## src/timer_ctrl_pkg.sv

```systemverilog
// Package of register map, field positions and reset values for the timer control block
// Contract
// - Channel 7 compare copies masked data bits to pins
// - Main counter is 16-bit, counts up only
// - Counter writes only accepted in test mode
// - First period after counter write may vary
// - Timer enable low stops counter, prescaler and ticks; forced compares and flags still act
// - No divide-by-64 tick while timer inactive
// - Stop-in-wait halts timer and accumulator tick
// - Stop-in-freeze halts counter, accumulator keeps running
// - Fast clear: capture read/compare write clears flag
// - Fast clear: counter access clears overflow flag
// - Fast clear: accumulator access clears both flags
// - Without fast clear, only write-one clears flags
// - Overflow toggle inverts enabled compare pins
// - Toggle beats force, yields to channel 7
// - Mode/level pair selects pin action
// - Nonzero mode or level makes pin output
// - Masked pin follows channel 7 data bit
// - Overflow flag set on all-ones to zero wrap
package timer_ctrl_pkg;
  // Register indices; each register takes one word at four times its index
  localparam int IDX_DIRECTION    = 8'h00;
  localparam int IDX_FORCE        = 8'h01;
  localparam int IDX_MASK7        = 8'h02;
  localparam int IDX_DATA7        = 8'h03;
  localparam int IDX_COUNTER      = 8'h04;
  localparam int IDX_SYS_CONTROL  = 8'h06;
  localparam int IDX_TOGGLE       = 8'h07;
  localparam int IDX_OUT_CONTROL  = 8'h08;
  localparam int IDX_PRESCALE     = 8'h0D;
  localparam int IDX_CHAN_FLAGS   = 8'h0E;
  localparam int IDX_OVF_FLAGS    = 8'h0F;
  localparam int IDX_COMPARE4     = 8'h18;
  localparam int IDX_ACCUM_FLAGS  = 8'h21;
  localparam int IDX_ACCUM_COUNT  = 8'h22;
  // Compare channels are 16-bit, so each spans two indices
  localparam int COMPARE_IDX_STEP = 2;
  // Byte addresses of the registers
  localparam logic [11:0] ADDR_DIRECTION     = 12'(4 * IDX_DIRECTION);
  localparam logic [11:0] ADDR_FORCE         = 12'(4 * IDX_FORCE);
  localparam logic [11:0] ADDR_MASK7         = 12'(4 * IDX_MASK7);
  localparam logic [11:0] ADDR_DATA7         = 12'(4 * IDX_DATA7);
  localparam logic [11:0] ADDR_COUNTER       = 12'(4 * IDX_COUNTER);
  localparam logic [11:0] ADDR_SYS_CONTROL   = 12'(4 * IDX_SYS_CONTROL);
  localparam logic [11:0] ADDR_TOGGLE        = 12'(4 * IDX_TOGGLE);
  localparam logic [11:0] ADDR_OUT_CONTROL   = 12'(4 * IDX_OUT_CONTROL);
  localparam logic [11:0] ADDR_PRESCALE      = 12'(4 * IDX_PRESCALE);
  localparam logic [11:0] ADDR_CHAN_FLAGS    = 12'(4 * IDX_CHAN_FLAGS);
  localparam logic [11:0] ADDR_OVF_FLAGS     = 12'(4 * IDX_OVF_FLAGS);
  localparam logic [11:0] ADDR_COMPARE4      = 12'(4 * IDX_COMPARE4);
  localparam logic [11:0] ADDR_ACCUM_FLAGS   = 12'(4 * IDX_ACCUM_FLAGS);
  localparam logic [11:0] ADDR_ACCUM_COUNT   = 12'(4 * IDX_ACCUM_COUNT);
  // Field positions in system control one
  localparam int ENABLE_BIT = 7;
  localparam int SWAI_BIT  = 6;
  localparam int SFRZ_BIT  = 5;
  localparam int FFCA_BIT  = 4;
  // Overflow flag position
  localparam int OVF_FLAG_BIT   = 7;
  // Accumulator flag positions
  localparam int ACCUM_OVF_POS  = 1;
  localparam int ACCUM_EDGE_POS = 0;
  // Reset values
  localparam logic [7:0]  RESET_BYTE    = 8'h00;
  localparam logic [15:0] RESET_COUNT   = 16'h0000;
  localparam logic [15:0] COUNT_ALL_ONE = 16'hFFFF;
  // Accumulator tick divider
  localparam int ACCUM_DIV = 64;
  // Pin action encodings of a mode/level pair
  localparam logic [1:0] ACT_DISCONNECT = 2'h0;
  localparam logic [1:0] ACT_TOGGLE     = 2'h1;
  localparam logic [1:0] ACT_CLEAR      = 2'h2;
  localparam logic [1:0] ACT_SET        = 2'h3;
endpackage

```

## src/timer_ctrl.sv

```systemverilog
// Timer control: counter, system control bits, compare pin output logic
//
// Implementation choice: the APB slave port.
module timer_ctrl #(
  parameter int CHANNELS = 4  // Channels 7..4
) (
  // Clock and reset
  input  wire logic        pclk,
  input  wire logic        presetn,
  input  wire logic        clk_en,
  // APB slave
  input  wire logic        psel,
  input  wire logic        penable,
  input  wire logic        pwrite,
  input  wire logic [11:0] paddr,
  input  wire logic [31:0] pwdata,
  output logic      [31:0] prdata,
  output logic             pready,
  output logic             pslverr,
  // Chip mode inputs
  input  wire logic        test_mode,
  input  wire logic        wait_mode,
  input  wire logic        freeze_mode,
  // Compare events per channel (bit 3 is channel 7)
  input  wire logic [3:0]  compare_hit,
  input  wire logic [3:0]  capture_hit,
  // Accumulator events from its own logic
  input  wire logic        accum_overflow_evt,
  input  wire logic        accum_edge_evt,
  // Pins and ticks
  output logic [3:0]       compare_output_line,
  output logic [3:0]       pin_output_enable,
  output logic             accum_tick,
  output logic             timer_wake_enable,
  output logic [15:0]      main_counter_out
);
  // Software visible registers
  logic [3:0]  channel_direction_select; // 1 = output compare
  logic [3:0]  compare7_mask;
  logic [3:0]  compare7_data;
  logic [15:0] main_counter;
  logic [7:0]  system_control_one;
  logic [3:0]  overflow_toggle_reg;
  logic [7:0]  compare_output_control;
  logic [2:0]  prescale_sel;
  logic [3:0]  channel_flag_reg;
  logic        overflow_flag;
  logic [1:0]  accum_flag_reg;
  // Prescaler state
  logic [6:0]  prescale_cnt;
  logic [5:0]  accum_div_cnt;
  // Decoded bus strobes
  logic        access;
  logic        wr;
  logic        rd;
  logic [3:0]  force_req;
  logic        mapped;
  // Control decode
  logic        timer_run;
  logic        counter_run;
  logic        tick;
  logic        overflow_evt;
  logic [3:0]  pin_drive;
  logic [3:0]  next_pins;
  logic [7:0]  next_rdata;

  // Transfers complete in the access cycle with no wait states
  assign access = psel & penable & clk_en;
  assign wr     = access & pwrite;
  assign rd     = access & ~pwrite;
  assign force_req = (wr && paddr == timer_ctrl_pkg::ADDR_FORCE) ? pwdata[7:4] : 4'h0;

  // Module runs only when enabled and not parked in wait
  assign timer_run   = system_control_one[timer_ctrl_pkg::ENABLE_BIT] &
                       ~(system_control_one[timer_ctrl_pkg::SWAI_BIT] & wait_mode);
  // Freeze halts the counter only
  assign counter_run = timer_run &
                       ~(system_control_one[timer_ctrl_pkg::SFRZ_BIT] & freeze_mode);

  // Prescaled tick: all selected low stages at zero
  always_comb begin
    tick = 1'b0;
    case (prescale_sel)
      3'h0:    tick = 1'b1;
      default: tick = (prescale_cnt & ((7'h01 << prescale_sel) - 7'h01)) == 7'h00;
    endcase
  end

  assign overflow_evt = counter_run & tick & (main_counter == timer_ctrl_pkg::COUNT_ALL_ONE);

  // Free-running prescale counter; counter writes do not realign it, so the
  // first period after a write may be shorter than a full period
  always_ff @(posedge pclk or negedge presetn) begin
    if (!presetn) begin
      prescale_cnt <= 7'h00;
    end else if (clk_en && timer_run) begin
      prescale_cnt <= prescale_cnt + 7'h01;
    end
  end

  // Divide-by-64 tick for the accumulator, counting every enabled clock while the timer runs
  always_ff @(posedge pclk or negedge presetn) begin
    if (!presetn) begin
      accum_div_cnt <= 6'h00;
      accum_tick    <= 1'b0;
    end else if (clk_en) begin
      if (timer_run) begin
        accum_div_cnt <= accum_div_cnt + 6'h01;
        accum_tick    <= (accum_div_cnt == 6'(timer_ctrl_pkg::ACCUM_DIV - 1));
      end else begin
        accum_tick    <= 1'b0;
      end
    end
  end

  // Main counter: up only, software write only in test mode
  always_ff @(posedge pclk or negedge presetn) begin
    if (!presetn) begin
      main_counter <= timer_ctrl_pkg::RESET_COUNT;
    end else if (clk_en) begin
      if (wr && paddr == timer_ctrl_pkg::ADDR_COUNTER && test_mode) begin
        main_counter <= pwdata[15:0];
      end else if (counter_run && tick) begin
        main_counter <= main_counter + 16'h0001;
      end
    end
  end

  // Control registers
  always_ff @(posedge pclk or negedge presetn) begin
    if (!presetn) begin
      channel_direction_select <= 4'h0;
      compare7_mask            <= 4'h0;
      compare7_data            <= 4'h0;
      system_control_one       <= timer_ctrl_pkg::RESET_BYTE;
      overflow_toggle_reg      <= 4'h0;
      compare_output_control   <= timer_ctrl_pkg::RESET_BYTE;
      prescale_sel             <= 3'h0;
    end else if (wr) begin
      case (paddr)
        timer_ctrl_pkg::ADDR_DIRECTION:   channel_direction_select <= pwdata[7:4];
        timer_ctrl_pkg::ADDR_MASK7:       compare7_mask            <= pwdata[7:4];
        timer_ctrl_pkg::ADDR_DATA7:       compare7_data            <= pwdata[7:4];
        // Low nibble reserved
        timer_ctrl_pkg::ADDR_SYS_CONTROL: system_control_one       <= {pwdata[7:4], 4'h0};
        timer_ctrl_pkg::ADDR_TOGGLE:      overflow_toggle_reg      <= pwdata[7:4];
        timer_ctrl_pkg::ADDR_OUT_CONTROL: compare_output_control   <= pwdata[7:0];
        timer_ctrl_pkg::ADDR_PRESCALE:    prescale_sel             <= pwdata[2:0];
        default: ;
      endcase
    end
  end

  // Channel flags: set wins over every clear
  always_ff @(posedge pclk or negedge presetn) begin
    if (!presetn) begin
      channel_flag_reg <= 4'h0;
    end else if (clk_en) begin
      for (int i = 0; i < CHANNELS; i++) begin
        if ((compare_hit[i] && channel_direction_select[i] && !force_req[i]) ||
            (capture_hit[i] && !channel_direction_select[i])) begin
          channel_flag_reg[i] <= 1'b1;
        end else if (wr && paddr == timer_ctrl_pkg::ADDR_CHAN_FLAGS && pwdata[4 + i]) begin
          channel_flag_reg[i] <= 1'b0;
        end else if (system_control_one[timer_ctrl_pkg::FFCA_BIT] &&
                     paddr == timer_ctrl_pkg::ADDR_COMPARE4 +
                              12'(4 * timer_ctrl_pkg::COMPARE_IDX_STEP * i) &&
                     ((rd && !channel_direction_select[i]) ||
                      (wr && channel_direction_select[i]))) begin
          channel_flag_reg[i] <= 1'b0;
        end
      end
    end
  end

  // Overflow flag: set on wrap, cleared by write-one or fast clear access
  always_ff @(posedge pclk or negedge presetn) begin
    if (!presetn) begin
      overflow_flag <= 1'b0;
    end else if (clk_en) begin
      if (overflow_evt) begin
        overflow_flag <= 1'b1;
      end else if (wr && paddr == timer_ctrl_pkg::ADDR_OVF_FLAGS &&
                   pwdata[timer_ctrl_pkg::OVF_FLAG_BIT]) begin
        overflow_flag <= 1'b0;
      end else if (access && paddr == timer_ctrl_pkg::ADDR_COUNTER &&
                   system_control_one[timer_ctrl_pkg::FFCA_BIT]) begin
        overflow_flag <= 1'b0;
      end
    end
  end

  // Accumulator flags held here for the fast clear path
  always_ff @(posedge pclk or negedge presetn) begin
    if (!presetn) begin
      accum_flag_reg <= 2'h0;
    end else if (clk_en) begin
      if (access && paddr == timer_ctrl_pkg::ADDR_ACCUM_COUNT &&
          system_control_one[timer_ctrl_pkg::FFCA_BIT]) begin
        accum_flag_reg <= {accum_overflow_evt, accum_edge_evt};
      end else if (wr && paddr == timer_ctrl_pkg::ADDR_ACCUM_FLAGS) begin
        // Write one clears, a coincident event still sets
        accum_flag_reg <= (accum_flag_reg & ~pwdata[1:0]) |
                          {accum_overflow_evt, accum_edge_evt};
      end else begin
        accum_flag_reg <= accum_flag_reg | {accum_overflow_evt, accum_edge_evt};
      end
    end
  end

  // Pin action per channel: channel 7 override, then toggle, then force/own compare
  always_comb begin
    next_pins = compare_output_line;
    for (int i = 0; i < CHANNELS; i++) begin
      if (channel_direction_select[i]) begin
        if (compare_hit[3] && channel_direction_select[3] && compare7_mask[i] && timer_run) begin
          next_pins[i] = compare7_data[i];
        end else if (overflow_evt && overflow_toggle_reg[i]) begin
          next_pins[i] = ~compare_output_line[i];
        end else if (force_req[i] || (compare_hit[i] && timer_run)) begin
          case (compare_output_control[2 * i +: 2])
            timer_ctrl_pkg::ACT_TOGGLE: next_pins[i] = ~compare_output_line[i];
            timer_ctrl_pkg::ACT_CLEAR:  next_pins[i] = 1'b0;
            timer_ctrl_pkg::ACT_SET:    next_pins[i] = 1'b1;
            default:                    next_pins[i] = compare_output_line[i];
          endcase
        end
      end
    end
  end

  // Pin drive: mode or level set, or masked by channel 7 on an output compare
  always_comb begin
    pin_drive = 4'h0;
    for (int i = 0; i < CHANNELS; i++) begin
      pin_drive[i] = (|compare_output_control[2 * i +: 2]) |
                     (compare7_mask[i] & channel_direction_select[i]);
    end
  end

  // Output flops
  always_ff @(posedge pclk or negedge presetn) begin
    if (!presetn) begin
      compare_output_line <= 4'h0;
      pin_output_enable   <= 4'h0;
      timer_wake_enable   <= 1'b0;
      main_counter_out    <= timer_ctrl_pkg::RESET_COUNT;
    end else if (clk_en) begin
      compare_output_line <= next_pins;
      pin_output_enable   <= pin_drive;
      // Wait-stopped timer cannot wake the processor
      timer_wake_enable   <= ~system_control_one[timer_ctrl_pkg::SWAI_BIT];
      main_counter_out    <= main_counter;
    end
  end

  // Read mux
  always_comb begin
    next_rdata = 8'h00;
    mapped     = 1'b1;
    case (paddr)
      timer_ctrl_pkg::ADDR_DIRECTION:   next_rdata = {channel_direction_select, 4'h0};
      timer_ctrl_pkg::ADDR_FORCE:       next_rdata = 8'h00;
      timer_ctrl_pkg::ADDR_MASK7:       next_rdata = {compare7_mask, 4'h0};
      timer_ctrl_pkg::ADDR_DATA7:       next_rdata = {compare7_data, 4'h0};
      timer_ctrl_pkg::ADDR_COUNTER:     next_rdata = 8'h00;
      timer_ctrl_pkg::ADDR_SYS_CONTROL: next_rdata = system_control_one;
      timer_ctrl_pkg::ADDR_TOGGLE:      next_rdata = {overflow_toggle_reg, 4'h0};
      timer_ctrl_pkg::ADDR_OUT_CONTROL: next_rdata = compare_output_control;
      timer_ctrl_pkg::ADDR_PRESCALE:    next_rdata = {5'h00, prescale_sel};
      timer_ctrl_pkg::ADDR_CHAN_FLAGS:  next_rdata = {channel_flag_reg, 4'h0};
      timer_ctrl_pkg::ADDR_OVF_FLAGS:   next_rdata = {overflow_flag, 7'h00};
      timer_ctrl_pkg::ADDR_ACCUM_FLAGS: next_rdata = {6'h00, accum_flag_reg};
      timer_ctrl_pkg::ADDR_ACCUM_COUNT: next_rdata = 8'h00;
      default:                          mapped     = 1'b0;
    endcase
  end

  // APB answer: registered, no wait states; whole word counter read
  always_ff @(posedge pclk or negedge presetn) begin
    if (!presetn) begin
      prdata  <= 32'h0000_0000;
      pready  <= 1'b0;
      pslverr <= 1'b0;
    end else if (clk_en) begin
      // Bus answer freezes with the rest of the block
      pready  <= psel & ~penable;
      pslverr <= psel & ~penable & ~mapped;
      if (psel && !penable && !pwrite) begin
        prdata <= (paddr == timer_ctrl_pkg::ADDR_COUNTER) ?
                  {16'h0000, main_counter} : {24'h00_0000, next_rdata};
      end
    end
  end
endmodule // timer_ctrl

```

## config.mk

```make
export PLATFORM = sky130hd
export DESIGN_NAME = timer_ctrl
export DESIGN_NICKNAME = d
export VERILOG_FILES = /design/src/timer_ctrl_pkg.sv /design/src/timer_ctrl.sv
export SDC_FILE = /design/constraint.sdc
export NUM_CORES = 1
export LEC_CHECK = 0
export BUFFER_PORTS_ARGS = -buffer_cell sky130_fd_sc_hd__buf_2
export CAP_MARGIN = 20
export CORE_MARGIN = 2
export CORE_UTILIZATION = 25
export CTS_CLUSTER_SIZE = 24
export DETAILED_ROUTE_END_ITERATION = 10
export GPL_TIMING_DRIVEN = 0
export PLACE_DENSITY = 0.5
export SLEW_MARGIN = 10
export SYNTH_ARGS = -nofsm -noshare
export SYNTH_HDL_FRONTEND = slang
export SYNTH_SLANG_ARGS = --single-unit
```

## constraint.sdc

```tcl
create_clock -name pclk -period 5.9 [get_ports pclk]
set_input_delay 1.18 -clock pclk [delete_from_list [all_inputs] [get_ports pclk]]
set_output_delay 1.18 -clock pclk [all_outputs]
set_load 0.02 [all_outputs]
```

After elaboration in Yosys (flattened, before gate mapping)
Index checks and enable logic that the tools add are counted.
{"block": "classes", "addsub": 4, "n_eq_ne": 30, "n_shift": 1, "n_mux": 41, "n_bitwise": 35, "reduce_logical": 126}
{"op": "case mux 8 bit (10 select lines)", "n": 1}
{"op": "logical AND 1 bit", "n": 63}
{"op": "== test 12 x 6 -> 1 bit, second input constant", "n": 4}
{"op": "== test 12 x 7 -> 1 bit, second input constant", "n": 4}
{"op": "two-way mux 16 bit", "n": 3}
{"op": "== test 12 x 5 -> 1 bit, second input constant", "n": 3}
{"op": "two-way mux 1 bit", "n": 30}
{"op": "AND reduction 2 bit", "n": 15}
{"op": "nonzero test 3 bit", "n": 9}
{"op": "== test 12 x 4 -> 1 bit, second input constant", "n": 2}
{"op": "== test 12 x 8 -> 1 bit, second input constant", "n": 2}
{"op": "nonzero test 5 bit", "n": 4}
{"op": "adder 16 x 1 -> 16 bit, second input constant", "n": 1}
{"op": "bitwise AND 1 bit", "n": 16}
{"op": "== test 16 bit, second input constant", "n": 1}
{"op": "== test 2 bit, second input constant", "n": 8}
{"op": "AND reduction 4 bit", "n": 4}
{"op": "OR reduction 13 bit", "n": 1}
{"op": "== test 12 x 3 -> 1 bit, second input constant", "n": 1}
{"op": "zero test 12 bit", "n": 1}
{"op": "logical OR 1 bit", "n": 12}
{"op": "case mux 1 bit (3 select lines)", "n": 4}
{"op": "zero test 1 bit", "n": 10}
{"op": "NOT 1 bit", "n": 10}
{"op": "17 further kinds", "n": 28}
{"block": "word_totals", "reg_bits": 127, "input_bits": 63, "out_inout_bits": 60, "word_cells": 264}

Depth between registers and ports, before layout
{"block": "logic_depth", "depth_word": 10, "mapped_depth": 9, "ltp_nobuf": 7}

Worst setup path before layout
No wires, ideal clock.
{"block": "synth_timing", "path_type": "input to register", "from": "in paddr[3]", "to": "reg compare_output_line[1]", "setup_time_ns": 0.125, "t_arrival_ns": 3.085, "required_ns": 5.775, "setup_slack_ns": 2.690, "stages": 7, "n_path_buf": 1, "path_cell_list": "clkbuf_1 > or4b_1 > nor4_4 > nand2_1 > a2bb2o_1 > a31oi_1 > mux2_2"}
{"block": "synth_between", "elab_chain_cells": 6}
{"item": "start, declared", "line_no": "timer_ctrl.sv:15", "rtl": "input wire logic [11:0] paddr,"}
{"item": "== test 12 x 3 -> 1 bit", "line_no": "timer_ctrl.sv:71", "rtl": "assign force_req = (wr && paddr == timer_ctrl_pkg::ADDR_FORCE) ? pwdata[7:4] : 4'h0;"}
{"item": "logical AND 1 bit", "line_no": "timer_ctrl.sv:71"}
{"item": "two-way mux 4 bit", "line_no": "timer_ctrl.sv:71"}
{"item": "logical OR 1 bit", "line_no": "timer_ctrl.sv:220", "rtl": "end else if (force_req[i] || (compare_hit[i] && timer_run)) begin"}
{"item": "nonzero test 3 bit (no line)"}
{"item": "AND reduction 4 bit (no line)"}
{"item": "end signal, assigned", "line_no": "timer_ctrl.sv:249", "rtl": "compare_output_line <= next_pins;"}
{"item": "end, declared", "line_no": "timer_ctrl.sv:31", "rtl": "output logic [3:0] compare_output_line,"}
Every way passes these cells.
A chain may end at the register's enable or synchronous reset.

Worst setup path after layout
{"block": "layout_timing", "from": "in clk_en", "to": "reg main_counter[13]"}
{"block": "layout_between", "elab_chain_cells": 6, "elab_cells_between_ends": 7, "classes_between": "mux (1); bitwise (2); reduce/logical (4)"}
{"item": "start, declared", "line_no": "timer_ctrl.sv:10", "rtl": "input wire logic clk_en,"}
{"item": "bitwise AND 1 bit", "line_no": "timer_ctrl.sv:68", "rtl": "assign access = psel & penable & clk_en;"}
{"item": "bitwise AND 1 bit", "line_no": "timer_ctrl.sv:69", "rtl": "assign wr = access & pwrite;"}
{"item": "logical AND 1 bit (2 in series)", "line_no": "timer_ctrl.sv:121", "rtl": "if (wr && paddr == timer_ctrl_pkg::ADDR_COUNTER && test_mode) begin"}
{"item": "nonzero test 2 bit (no line)"}
{"item": "AND reduction 2 bit (no line)"}
{"item": "end signal, assigned", "line_no": "timer_ctrl.sv:119", "rtl": "main_counter <= timer_ctrl_pkg::RESET_COUNT;"}
{"item": "end signal, assigned", "line_no": "timer_ctrl.sv:122", "rtl": "main_counter <= pwdata[15:0];"}
{"item": "end signal, assigned", "line_no": "timer_ctrl.sv:124", "rtl": "main_counter <= main_counter + 16'h0001;"}
{"item": "end, declared", "line_no": "timer_ctrl.sv:41", "rtl": "logic [15:0] main_counter;"}
Several ways; a longest one is shown, not always the timed one.

==> results.py <==
metrics = {
    "worst_setup_path": {
        "r2r-start": "main_counter[6]",
        "critPathCaptureType": "register",
        "worstPathMaxFanout": 10,
        "r2r_cells": 7,
        "r2r-end": "compare_output_line[2]",
        "crit_type": "input pin to register",
        "required_ns": 6.13,
        "critPathArrivalTime_ns": 3.68,
        "reg2reg_slack_ns": 2.78,
        "start_kind": "input pin",
    },
    "synth": {
        "synth_flop_cell": "dfrtp_1",
        "synth_area_um2": 5930,
        "synth_edf_count": 0,
        "ys_seq_area_share_pct": 46.8,
        "synth_warnings": 0,
        "syn_avg_cell_area_um2": 9.87,
        "synth_cell_types": 62,
        "async_reset_ff_share_pct": 100,
        "synthCells": 601,
        "ys_seq_elements": 111,
    },
    "job": {
        "cap_violations": 0,
    },
    "floorplanning": {
        "num_rows": 56,
        "coreArea_um2": 23400,
        "die_h_um": 158,
        "start_util_pct": 25.3,
        "pin_count": 123,
        "dieArea_um2": 25000,
        "die_width_um": 158,
    },
    "placement": {
        "io_buffers": 84,
        "place.gp.congestion": 0.860,
        "hpwl_mm": 14.4,
    },
    "clock_network": {
        "post_cts_buffers": 0,
        "cts.path.max_buffers": 2,
        "cts-hold-fix-buffers": 0,
        "clock_latency_ns": 0.36,
        "clk_pin_slew_ns": 0.07,
        "cts.sinks": 111,
        "cts_tree": "built",
        "post_cts_resized": 0,
        "htree_levels": 3,
        "cts-root-buf": "clkbuf_16",
        "cts_buffers": 9,
    },
    "sta": {
        "timing.final.crit_share_pct": 58.4,
        "slew-limit-headroom_pct": 22.7,
        "rsz0062_at_grt": "no",
        "setup_violations": 0,
        "fin_skew_ns": 0.0106,
        "period_needed_ns": 3.45,
        "tightest_slew_ns": 1.15,
        "fin_tns_setup_ns": 0,
        "drv_slew": 0,
        "fmax_mhz": 290,
        "hold_viol": 0,
    },
    "final_layout": {
        "syn_to_final_growth_pct": 21.6,
        "nets": 779,
        "drive_above_1_share_pct": 26.0,
        "layout_common_cells": "dfrtp_1, buf_2, nand2_1, mux2_2, nor2_1",
        "seq_area_um2": 2780,
        "top_regs": "main_counter x16, main_counter_out x16, prdata x16",
        "multi_input_area_um2": 2890,
        "mostFrequentLayoutCell": "dfrtp_1",
        "fill_cells": 2497,
    },
    "outcome": {
        "status": "finished, final reports clean",
    },
    "min_path": {
        "holdPathStages": 2,
        "holdCritStartpoint": "prdata[11]",
        "whs_endpoint": "prdata[11]",
        "min_path_type": "register to register",
    },
    "grt": {
        "track_usage_pct": 15.9,
        "overflow": 0,
        "grt_pass1_wl_mm": 29.6,
        "grt_max_degree": 78,
        "antenna_found_initial": 0,
        "grt_pass1_vias": 4874,
    },
    "route": {
        "wl_mm": 19.2,
        "ant_nets": 0,
        "wl_per_cell_um": 18.5,
        "num_vias": 5112,
        "vias_per_cell": 4.92,
        "drc": 0,
        "dr.pass1.iters": 5,
        "drt_iter0_drc": 502,
    },
    "power": {
        "finalPower_mw": 1.64,
        "irDropWorstVdd_uv": 149,
        "p_per_area_nw_per_um2": 227,
        "power_leakage_nw": 3.22,
    },
}
-- worst max path at each step --
stage | endpoint | slack, ns | start | cells past startpoint
2_1_floorplan | compare_output_line[1] | 2.69 | paddr[3] | 7
3_3_place_gp | prdata[14] | 1.76 | clk_en | 6
3_5_place_dp | main_counter[4] | 2.10 | clk_en | 8
4_1_cts | main_counter[4] | 2.49 | clk_en | 8
5_1_grt | main_counter[6] | 2.27 | clk_en | 8
6_report | main_counter[13] | 2.45 | clk_en | 8
-- per-stage QoR --
stage | instances | util (%) | hold slack, ns | cell area (µm²) | setup slack (ns)
after floorplan | 616 | - | 0.442 | 5990 | 2.69
after global placement | 1019 | 29.1 | 0.446 | 6810 | 1.76
after detailed placement | 1021 | 29.3 | 0.456 | 6860 | 2.10
after CTS | 1037 | 30.8 | 0.471 | 7210 | 2.49
after global routing | 1037 | 30.8 | 0.498 | 7210 | 2.27
final | 1038 | 30.8 | 0.464 | 7210 | 2.45
-- Yosys cell counts (11+ instances only) --
cell type  number  area (µm²)
a22oi_1        13        97.6
buf_4          16         120
dfrtp_1       111        2780
nor4_1         11        68.8
nand3_1        27         135
a21oi_1        32         160
nand4_1        21         131
inv_1          18        67.6
mux2_2         51         574
clkbuf_1       25        93.8
o21ai_0        22         110
nor2_1         33         124
nand2_1        65         244
-- where the power goes --
group / switching, mW / internal [mW] / leakage [nW] / total, mW
logic: 0.0950 / 0.0452 / 1.59 / 0.140
clock network: 0.301 / 0.416 / 0.162 / 0.717
registers: 0.0102 / 0.773 / 1.47 / 0.783
total: 0.406 / 1.23 / 3.22 / 1.64
-- cell families after synthesis --
group                    after synthesis  share of synthesized area, %
XOR/XNOR                              15                          2.22
other                                  1                        0.0632
AO/OA/AOI/OAI                        142                          16.4
multiplexers                          53                          10.0
buffers and inverters                 70                          5.68
adder cells (fa/ha/maj)                3                         0.633
AND/OR/NAND/NOR                      206                          18.1
flip-flops                           111                          46.8
-- per-layer routing --
| layer | vias to the layer above | track usage, % | share of wire, % |
|---|---|---|---|
| met3 | 13 | 4.22 | 7.4 |
| met5 | - | 0 | 0 |
| met4 | 0 | 3.47 | 1.3 |
| met1 | 2508 | 22.4 | 46 |
| li1 | 2425 | - | - |
| met2 | 166 | 24.3 | 45 |
-- worst max-delay path, cell delays in order --
cell	delay, ns
clkbuf_1	0.57
nand2_1	0.28
nor2_1	0.20
buf_1	0.44
nand3_4	0.23
a21boi_4	0.36
buf_2	0.32
a21oi_1	0.10
-- area by class of cell --
| class | instances | share of cell area (%) |
|---|---|---|
| antenna | 1 | 0.0347 |
| buffer | 52 | 3.73 |
| clock buffer | 9 | 3.12 |
| clock inverter | 7 | 1.65 |
| inverter | 18 | 0.937 |
| multi-input combinational | 435 | 40.1 |
| sequential | 111 | 38.5 |
| tap | 319 | 5.54 |
| timing repair buffer | 86 | 6.40 |
Note: power is estimated with default switching activity, not from simulation.
